--- config.mk ---
export PLATFORM = sky130hd
export DESIGN_NAME = segment_lcd_driver
export DESIGN_NICKNAME = d
export VERILOG_FILES = /design/src/design/segment_lcd_driver.v
export VERILOG_INCLUDE_DIRS = /design/src /design/src/design
export SDC_FILE = /design/constraint.sdc
export NUM_CORES = 1
export LEC_CHECK = 0
export BUFFER_PORTS_ARGS = -buffer_cell sky130_fd_sc_hd__buf_2
export CAP_MARGIN = 20
export CORE_UTILIZATION = 45
export CTS_CLUSTER_SIZE = 8
export DETAILED_ROUTE_END_ITERATION = 10
export MAX_ROUTING_LAYER = met4
export PLACE_DENSITY = 0.68
export SLEW_MARGIN = 20
export SYNTH_ARGS = -nofsm -noshare
export SYNTH_HDL_FRONTEND = slang
export SYNTH_SLANG_ARGS = --single-unit
export TNS_END_PERCENT = 1
--- constraint.sdc ---
create_clock -name core_clk_in -period 3.9 [get_ports core_clk_in]
set_input_delay 0.975 -clock core_clk_in [delete_from_list [all_inputs] [get_ports core_clk_in]]
set_output_delay 0.975 -clock core_clk_in [all_outputs]
set_load 0.005 [all_outputs]
--- src/design/segment_lcd_driver_defs.vh ---
`ifndef SEGMENT_LCD_DRIVER_DEFS_VH
`define SEGMENT_LCD_DRIVER_DEFS_VH

// ----------------------------------------
// register addresses and reset values
// ----------------------------------------
`define LCD_DRIVE_VOLTAGE_SELECT_ADDR 8'hFC
`define LCD_DISPLAY_CONTROL_ADDR 8'hFD
`define LCD_DRIVE_VOLTAGE_SELECT_RST 8'h00
`define LCD_DISPLAY_CONTROL_RST 8'h00

// ----------------------------------------
// display memory window
// ----------------------------------------
`define LCD_RAM_PAGE 4'h8
`define LCD_RAM_FIRST 8'h30
`define LCD_RAM_LAST 8'h45
`define LCD_SEG_COUNT 22
`define LCD_COM_COUNT 8
`define LCD_PIN_COUNT 24
`define LCD_SHARED_FIRST 2
`define LCD_SHARED_END 8

// ----------------------------------------
// display control fields
// ----------------------------------------
`define CTRL_ON_BIT 0
`define CTRL_BIAS_TYPE_HI 2
`define CTRL_BIAS_TYPE_LO 1
`define CTRL_DUTY_HI 5
`define CTRL_DUTY_LO 3
`define CTRL_CLK_HI 7
`define CTRL_CLK_LO 6

// duty/bias codes
`define DUTY_8_BIAS_4 3'h0
`define DUTY_4_BIAS_3 3'h1
`define DUTY_3_BIAS_3 3'h2
`define DUTY_2_BIAS_2 3'h3

// last common index and top bias level
`define LAST_COM_8 3'h7
`define LAST_COM_4 3'h3
`define LAST_COM_3 3'h2
`define LAST_COM_2 3'h1
`define BIAS_4 3'h4
`define BIAS_3 3'h3
`define BIAS_2 3'h2

// ----------------------------------------
// frame clock dividers (watch clock edges per step, minus one)
// ----------------------------------------
`define CLK_SEL_128 2'h0
`define CLK_SEL_256 2'h1
`define CLK_SEL_512 2'h2
`define DIV_128 8'hFF
`define DIV_256 8'h7F
`define DIV_512 8'h3F
`define DIV_1024 8'h1F

// ----------------------------------------
// drive levels (index into the bias supply ladder)
// ----------------------------------------
`define LVL_W 3
`define LVL_IDLE 3'h0
`define LVL_COM_UNSEL 3'h1
`define LVL_SEG_ON 3'h0
`define LVL_SEG_OFF 3'h2

`endif

--- src/design/segment_lcd_driver.v ---
// Behaviour
// - display memory page 8, 30H..45H, bit/byte access
// - byte per segment, bit k is common k
// - set bit selects, clear bit non-selects
// - columns fetched autonomously on frame clock
// - unused display bytes stay general storage
// - control register resets to zero
// - control write restarts clock and duty sequencing
// - frame clock derived from watch clock
// - selected clock sets common stepping rate
// - scanning needs core clock, watch clock is only sampled
// - 1/8 and 1/4 duty pin assignment
// - 1/3 and 1/2 duty pin assignment
// - control fields: on, duty, clock, bias type
// - mode register selects drive voltage
// - mode register resets to zero
// - watch timer off stops common and polarity stepping
`timescale 1ns/1ps
`include "segment_lcd_driver_defs.vh"

module segment_lcd_driver (
	input wire core_clk_in,
	input wire rst_b_in,
	input wire watch_clock_in,
	input wire watch_timer_en_in,
	input wire [7:0] sfr_addr_in,
	input wire sfr_wr_in,
	input wire sfr_rd_in,
	input wire [7:0] sfr_wdata_in,
	output wire [7:0] sfr_rdata_out,
	input wire [11:0] ram_addr_in,
	input wire ram_wr_in,
	input wire ram_bit_wr_in,
	input wire [2:0] ram_bit_sel_in,
	input wire ram_bit_val_in,
	input wire ram_rd_in,
	input wire [7:0] ram_wdata_in,
	output wire [7:0] ram_rdata_out,
	output wire [`LCD_PIN_COUNT*`LVL_W-1:0] pin_level_out,
	output wire display_on_out,
	output wire [1:0] bias_type_out,
	output wire [7:0] lcd_drive_voltage_out,
	output wire [2:0] com_phase_out,
	output wire frame_polarity_out
);

	// ----------------------------------------
	// control registers
	// ----------------------------------------
	reg [7:0] disp_ctrl_r;
	reg [7:0] drv_volt_r;
	reg [7:0] sfr_rdata_r;
	reg [7:0] sfr_rdata_nxt;
	wire ctrl_wr;
	wire volt_wr;

	assign ctrl_wr = sfr_wr_in && (sfr_addr_in == `LCD_DISPLAY_CONTROL_ADDR);
	assign volt_wr = sfr_wr_in && (sfr_addr_in == `LCD_DRIVE_VOLTAGE_SELECT_ADDR);

	// read mux, unmapped addresses read as zero
	always @* begin
		sfr_rdata_nxt = sfr_rdata_r;
		if (sfr_rd_in) begin
			if (sfr_addr_in == `LCD_DISPLAY_CONTROL_ADDR) begin
				sfr_rdata_nxt = disp_ctrl_r;
			end else if (sfr_addr_in == `LCD_DRIVE_VOLTAGE_SELECT_ADDR) begin
				sfr_rdata_nxt = drv_volt_r;
			end else begin
				sfr_rdata_nxt = 8'h00;
			end
		end
	end

	always @(posedge core_clk_in or negedge rst_b_in) begin
		if (!rst_b_in) begin
			disp_ctrl_r <= `LCD_DISPLAY_CONTROL_RST;
			drv_volt_r <= `LCD_DRIVE_VOLTAGE_SELECT_RST;
			sfr_rdata_r <= 8'h00;
		end else begin
			if (ctrl_wr) begin
				disp_ctrl_r <= sfr_wdata_in;
			end
			if (volt_wr) begin
				drv_volt_r <= sfr_wdata_in;
			end
			sfr_rdata_r <= sfr_rdata_nxt;
		end
	end

	// ----------------------------------------
	// control field decode
	// ----------------------------------------
	wire disp_on;
	wire [2:0] duty_sel;
	wire [1:0] clk_sel;

	assign disp_on = disp_ctrl_r[`CTRL_ON_BIT];
	assign duty_sel = disp_ctrl_r[`CTRL_DUTY_HI:`CTRL_DUTY_LO];
	assign clk_sel = disp_ctrl_r[`CTRL_CLK_HI:`CTRL_CLK_LO];

	// ----------------------------------------
	// mode decode
	// ----------------------------------------
	reg [2:0] last_com;
	reg [2:0] bias_top;
	reg [7:0] div_term;

	always @* begin
		case (duty_sel)
			`DUTY_4_BIAS_3: begin
				last_com = `LAST_COM_4;
				bias_top = `BIAS_3;
			end
			`DUTY_3_BIAS_3: begin
				last_com = `LAST_COM_3;
				bias_top = `BIAS_3;
			end
			`DUTY_2_BIAS_2: begin
				last_com = `LAST_COM_2;
				bias_top = `BIAS_2;
			end
			default: begin
				last_com = `LAST_COM_8;
				bias_top = `BIAS_4;
			end
		endcase
	end

	always @* begin
		case (clk_sel)
			`CLK_SEL_128: div_term = `DIV_128;
			`CLK_SEL_256: div_term = `DIV_256;
			`CLK_SEL_512: div_term = `DIV_512;
			default: div_term = `DIV_1024;
		endcase
	end

	// ----------------------------------------
	// display memory
	// ----------------------------------------
	reg [7:0] disp_ram [0:`LCD_SEG_COUNT-1];
	reg [7:0] ram_rdata_r;
	wire ram_hit;
	wire [7:0] ram_off;
	wire [4:0] ram_idx;
	wire [7:0] ram_cur;
	wire [7:0] bit_mask;
	wire [7:0] ram_wr_data;
	wire ram_wr_any;

	assign ram_hit = (ram_addr_in[11:8] == `LCD_RAM_PAGE) &&
		(ram_addr_in[7:0] >= `LCD_RAM_FIRST) && (ram_addr_in[7:0] <= `LCD_RAM_LAST);
	assign ram_off = ram_addr_in[7:0] - `LCD_RAM_FIRST;
	assign ram_idx = ram_off[4:0];
	assign ram_cur = ram_hit ? disp_ram[ram_idx] : 8'h00;
	assign bit_mask = 8'h01 << ram_bit_sel_in;
	// single-bit write merges into the stored byte
	assign ram_wr_data = ram_bit_wr_in ?
		((ram_cur & ~bit_mask) | ({8{ram_bit_val_in}} & bit_mask)) : ram_wdata_in;
	assign ram_wr_any = ram_hit && (ram_wr_in || ram_bit_wr_in);

	genvar gi;
	generate
		for (gi = 0; gi < `LCD_SEG_COUNT; gi = gi + 1) begin : g_ram
			always @(posedge core_clk_in or negedge rst_b_in) begin
				if (!rst_b_in) begin
					disp_ram[gi] <= 8'h00;
				end else if (ram_wr_any && (ram_idx == gi)) begin
					disp_ram[gi] <= ram_wr_data;
				end
			end
		end
	endgenerate

	// ----------------------------------------
	// display memory read port
	// ----------------------------------------
	always @(posedge core_clk_in or negedge rst_b_in) begin
		if (!rst_b_in) begin
			ram_rdata_r <= 8'h00;
		end else if (ram_rd_in) begin
			ram_rdata_r <= ram_cur;
		end
	end

	// ----------------------------------------
	// watch clock synchroniser and frame clock divider
	// ----------------------------------------
	reg wclk_s1_r;
	reg wclk_s2_r;
	reg wclk_s3_r;
	reg [7:0] div_cnt_r;
	wire wclk_edge;
	wire frame_step;

	always @(posedge core_clk_in or negedge rst_b_in) begin
		if (!rst_b_in) begin
			wclk_s1_r <= 1'b0;
			wclk_s2_r <= 1'b0;
			wclk_s3_r <= 1'b0;
		end else begin
			wclk_s1_r <= watch_clock_in;
			wclk_s2_r <= wclk_s1_r;
			wclk_s3_r <= wclk_s2_r;
		end
	end

	// ----------------------------------------
	// frame clock divider
	// ----------------------------------------
	assign wclk_edge = wclk_s2_r && !wclk_s3_r && watch_timer_en_in;
	assign frame_step = wclk_edge && (div_cnt_r >= div_term) && !ctrl_wr;

	always @(posedge core_clk_in or negedge rst_b_in) begin
		if (!rst_b_in) begin
			div_cnt_r <= 8'h00;
		end else if (ctrl_wr) begin
			div_cnt_r <= 8'h00;
		end else if (wclk_edge) begin
			if (div_cnt_r >= div_term) begin
				div_cnt_r <= 8'h00;
			end else begin
				div_cnt_r <= div_cnt_r + 8'h01;
			end
		end
	end

	// ----------------------------------------
	// common sequencer
	// ----------------------------------------
	reg [2:0] com_idx_r;
	reg [2:0] com_idx_nxt;
	reg pol_r;
	reg pol_nxt;

	always @* begin
		com_idx_nxt = com_idx_r;
		pol_nxt = pol_r;
		if (ctrl_wr) begin
			com_idx_nxt = 3'h0;
			pol_nxt = 1'b0;
		end else if (frame_step) begin
			if (com_idx_r >= last_com) begin
				com_idx_nxt = 3'h0;
				// alternate polarity each frame, no dc across glass
				pol_nxt = !pol_r;
			end else begin
				com_idx_nxt = com_idx_r + 3'h1;
			end
		end
	end

	always @(posedge core_clk_in or negedge rst_b_in) begin
		if (!rst_b_in) begin
			com_idx_r <= 3'h0;
			pol_r <= 1'b0;
		end else begin
			com_idx_r <= com_idx_nxt;
			pol_r <= pol_nxt;
		end
	end

	// ----------------------------------------
	// column fetch: one bit per segment for the active common
	// ----------------------------------------
	reg [`LCD_SEG_COUNT-1:0] seg_col_r;
	wire fetch;

	// refetch on restart too, so common 0 shows current data
	assign fetch = frame_step || ctrl_wr;

	generate
		for (gi = 0; gi < `LCD_SEG_COUNT; gi = gi + 1) begin : g_col
			always @(posedge core_clk_in or negedge rst_b_in) begin
				if (!rst_b_in) begin
					seg_col_r[gi] <= 1'b0;
				end else if (fetch) begin
					seg_col_r[gi] <= disp_ram[gi][com_idx_nxt];
				end
			end
		end
	endgenerate

	// ----------------------------------------
	// pin level generation
	// ----------------------------------------
	reg [`LCD_PIN_COUNT*`LVL_W-1:0] pin_level_r;

	generate
		for (gi = 0; gi < `LCD_PIN_COUNT; gi = gi + 1) begin : g_pin
			wire is_com;
			wire com_sel;
			wire seg_bit;
			wire [`LVL_W-1:0] raw_lvl;
			wire [`LVL_W-1:0] drv_lvl;

			// shared pins are commons only while the duty needs them
			if (gi < `LCD_SHARED_FIRST) begin : g_c
				assign is_com = 1'b1;
				assign seg_bit = 1'b0;
			end else if (gi < `LCD_SHARED_END) begin : g_s
				assign is_com = (gi <= last_com);
				assign seg_bit = seg_col_r[gi-`LCD_SHARED_FIRST];
			end else begin : g_g
				assign is_com = 1'b0;
				assign seg_bit = seg_col_r[gi-`LCD_SHARED_FIRST];
			end

			assign com_sel = (com_idx_r == gi);
			assign raw_lvl = is_com ? (com_sel ? bias_top : `LVL_COM_UNSEL) :
				(seg_bit ? `LVL_SEG_ON : `LVL_SEG_OFF);
			assign drv_lvl = pol_r ? (bias_top - raw_lvl) : raw_lvl;

			always @(posedge core_clk_in or negedge rst_b_in) begin
				if (!rst_b_in) begin
					pin_level_r[gi*`LVL_W +: `LVL_W] <= `LVL_IDLE;
				end else if (!disp_on) begin
					pin_level_r[gi*`LVL_W +: `LVL_W] <= `LVL_IDLE;
				end else begin
					pin_level_r[gi*`LVL_W +: `LVL_W] <= drv_lvl;
				end
			end
		end
	endgenerate

	// ----------------------------------------
	// outputs
	// ----------------------------------------
	assign sfr_rdata_out = sfr_rdata_r;
	assign ram_rdata_out = ram_rdata_r;
	assign pin_level_out = pin_level_r;
	assign display_on_out = disp_ctrl_r[`CTRL_ON_BIT];
	assign bias_type_out = disp_ctrl_r[`CTRL_BIAS_TYPE_HI:`CTRL_BIAS_TYPE_LO];
	assign lcd_drive_voltage_out = drv_volt_r;
	assign com_phase_out = com_idx_r;
	assign frame_polarity_out = pol_r;

endmodule

==> metrics.yaml <==
async_flop_share: 1.000
dr.pass1.iters: 8
cts.repair.resized: 0
first_iter_violations: 1120
synthCells: 1443
finalSetupViolCount: 0
worst_path_max_delay_cell: "and3_1"
grt_max_degree: 82
syn-mean-instance-area_um2: 11.33
ctsHoldBuffers: 0
hold_viol: 0
syn_to_final_growth_pct: 15.49
clkLatencyLatePin_ns: 0.54
ys_warn_count: 0
critPathArrivalTime_ns: 3.88
grt_pass1_vias: 12010
worstSetupStartpointType: "register"
via_per_inst: 5.999
critPathKind: "register to register"
antenna_found_initial: 0
met2_usage: 0.3672
synth.area.top_cells: "dfrtp_1, mux2_2, mux4_2"
die_x_um: 192.6
routed_wl_mm: 44.11
syn_nets: 1537
r2r_start: "disp_ctrl_r[3]$_DFFE_PN0P_"
grt-ovfl-total: 0
maxCapViolCount: 0
die_y_um: 192.6
timing.slew.headroom: 0.3413
r2r_slack_ns: 0.45
grt_pass1_wl_mm: 68.92
fin_tns_setup_ns: 0
setup_slack_ns: 0.4475
cts.htree.levels: 2
cts_tree: "yes"
synth_edf_count: 0
violations: "design-rule violations"
cts_buffer_depth: 3
diodes: 0
track_usage: 0.2495
clock.fmax_mhz: 289.6
slowest_delay_ns: 0.64
drc: 46
synth_cell_type_count: 65
rows: 69
drive_gt1_frac: 0.3228
globalplace.congestion: 0.9172
synth_seq_cells: 302
cts.reportedPaths.clkPinSlew_ns: 0.05
fp.coreArea_um2: 35660
ff2ff_path_depth: 11
path_buf_inv: 1
numCtsBuffers: 43
ios: 152
end_kind: "register"
syn_area_um2: 16350
finalCriticalPeriod_ns: 3.452
synth_top_area_share: 0.4623
die_area_um2: 37090
cts_sinks: 302
drv_slew: 0
worst_hold_startpoint: "wclk_s1_r$_DFF_PN0_"
pre_cts_slack_ns: 0.1692
path_cells: "nor2_1 > nor2_1 > ha_1 > a21o_1 > a31oi_1 > buf_4 > and3_1 > a21boi_0 > a311oi_1 > a311oi_1 > a32o_1"
leakage_nw: 9.174
ir_worst_vdd_mv: 0.2710
whs_endpoint: "wclk_s2_r$_DFF_PN0_"
nets: 1667
path_max_fanout: 16
min_path_cells: 0
vias: 12230
finalCritPeriodShare: 0.8852
ys_seq_area_frac: 0.4623
hold_path.class: "register to register"
cp_top_family: "compound AO/OA/AOI/OAI gates"
top_usage_layer: "met2"
finalClockSkew_ns: 0.01552
cts-root-buf: "clkbuf_16"
fillers: 3056
status: "finished with violations"
crit_required_ns: 4.33
power_density_nw_per_um2: 392.8
post-cts-setup-buffer-count: 0
synthFlopType: "dfrtp_1"
gr-usage-met3: 0.06383
yosys.area.top_type: "dfrtp_1"
post-dp-hpwl_mm: 30.59
met1_usage: 0.3293
tightest_slew_ns: 0.9791
initial_core_util: 0.4585
portBuffers: 151
timing.rr.end: "g_pin[22].seg_bit$_DFFE_PN0P_"
ant_nets: 0
rsz0062_at_grt: "false"
wl_per_cell_um: 21.64
==> cell families after synthesis <==
| kind of cell | count (synthesis) | share of synthesized area |
|---|---|---|
| compound gates | 240 | 0.1075 |
| mux | 263 | 0.2122 |
| buf+inv | 190 | 0.05166 |
| fa+ha+maj | 45 | 0.03720 |
| xor+xnor | 12 | 0.006429 |
| flops | 302 | 0.4623 |
| simple gates | 391 | 0.1228 |
==> power breakdown <==
group | internal, W | total, W | switching [W]
Sequential | 0.00320 | 0.00325 | 0.0000504
Combinational | 0.000322 | 0.000889 | 0.000567
Clock | 0.00198 | 0.00328 | 0.00130
Total | 0.00550 | 0.00742 | 0.00191
==> state kept, by name, indices dropped and copies added, names as in the netlist, 3 cells and up <==
register,flops
disp_ram,176
pin_level_out,57
g_pin.seg_bit,22
disp_ctrl_r,8
div_cnt_r,8
lcd_drive_voltage_out,8
ram_rdata_out,8
sfr_rdata_out,8
com_phase_out,3
==> area by class of cell <==
cell class	instances	area (µm²)	area share
multi-input cells	951	7969	0.4221
inverters	62	232.7	0.01233
repair buffers	213	1406	0.07449
clock buffers	47	1112	0.05891
well taps	461	576.8	0.03055
flip-flops and latches	302	7559	0.4003
clock inverters	2	25.02	0.001325
==> synthesized netlist by cell type, drive strengths merged (6+ instances only) <==
cell / number
xnor2: 7
a221o: 8
or3: 6
nand4: 12
o31ai: 15
mux2i: 27
o22ai: 8
a2111o: 15
dfrtp: 302
and2: 24
nand2: 172
a31oi: 9
o21ai: 25
a21oi: 51
clkbuf: 66
and4: 16
o211ai: 33
nor2b: 22
mux2: 188
ha: 39
buf: 62
inv: 61
a21boi: 7
a221oi: 8
nor2: 51
a311oi: 14
mux4: 48
nor3: 11
a21o: 7
and3: 38
nand3: 20
a32o: 22
fa: 6
nand2b: 6
==> layout by cell type (no fill, tap or decap), types with 23 or more instances in the layout <==
master | Yosys | final
a21oi_1 | 51 | 51
and2_1 | 23 | 23
and3_1 | 38 | 38
buf_2 | 33 | 150
buf_4 | 24 | 48
clkbuf_16 | 0 | 44
dfrtp_1 | 302 | 301
ha_1 | 39 | 39
inv_1 | 60 | 60
mux2_2 | 176 | 176
mux2i_1 | 27 | 27
mux4_2 | 48 | 48
nand2_1 | 168 | 168
nor2_1 | 49 | 48
o211ai_1 | 33 | 33
==> worst max path at each step <==
stage	end	slack (ns)	start	cells after the start
final	g_pin[22].seg_bit$_DFFE_PN0P_	0.45	disp_ctrl_r[3]$_DFFE_PN0P_	11
after global routing	g_pin[22].seg_bit$_DFFE_PN0P_	0.06	disp_ctrl_r[3]$_DFFE_PN0P_	11
after CTS	g_pin[22].seg_bit$_DFFE_PN0P_	0.47	disp_ctrl_r[3]$_DFFE_PN0P_	11
after detailed placement	disp_ram[59]$_DFFE_PN0P_	0.17	ram_addr_in[1]	9
after global placement	disp_ram[70]$_DFFE_PN0P_	0.21	ram_addr_in[1]	9
after floorplan	disp_ram[56]$_DFFE_PN0P_	0.55	ram_addr_in[9]	8
==> metrics by stage <==
| stage | area [µm²] | hold slack, ns | cells | power [W] | util |
|---|---|---|---|---|---|
| 4_1_cts | 18880 | 0.3516 | 2038 | 0.007477 | 0.5295 |
| 6_report | 18880 | 0.3465 | 2038 | 0.007417 | 0.5295 |
| 3_3_place_gp | 17740 | 0.3342 | 1989 | 0.004159 | 0.4976 |
| 3_5_place_dp | 17740 | 0.3362 | 1989 | 0.004178 | 0.4976 |
| 2_1_floorplan | 16350 | 0.3312 | 1443 | 0.003805 | - |
| 5_1_grt | 18880 | 0.3580 | 2038 | 0.007720 | 0.5295 |
==> layer usage <==
metal  part of all wire  vias to the layer above
met1               0.42                     6089
met5                  0                        -
met2               0.45                      562
met3              0.093                      102
li1                   -                     5473
met4              0.033                        0
(Power assumes the default switching activity.)
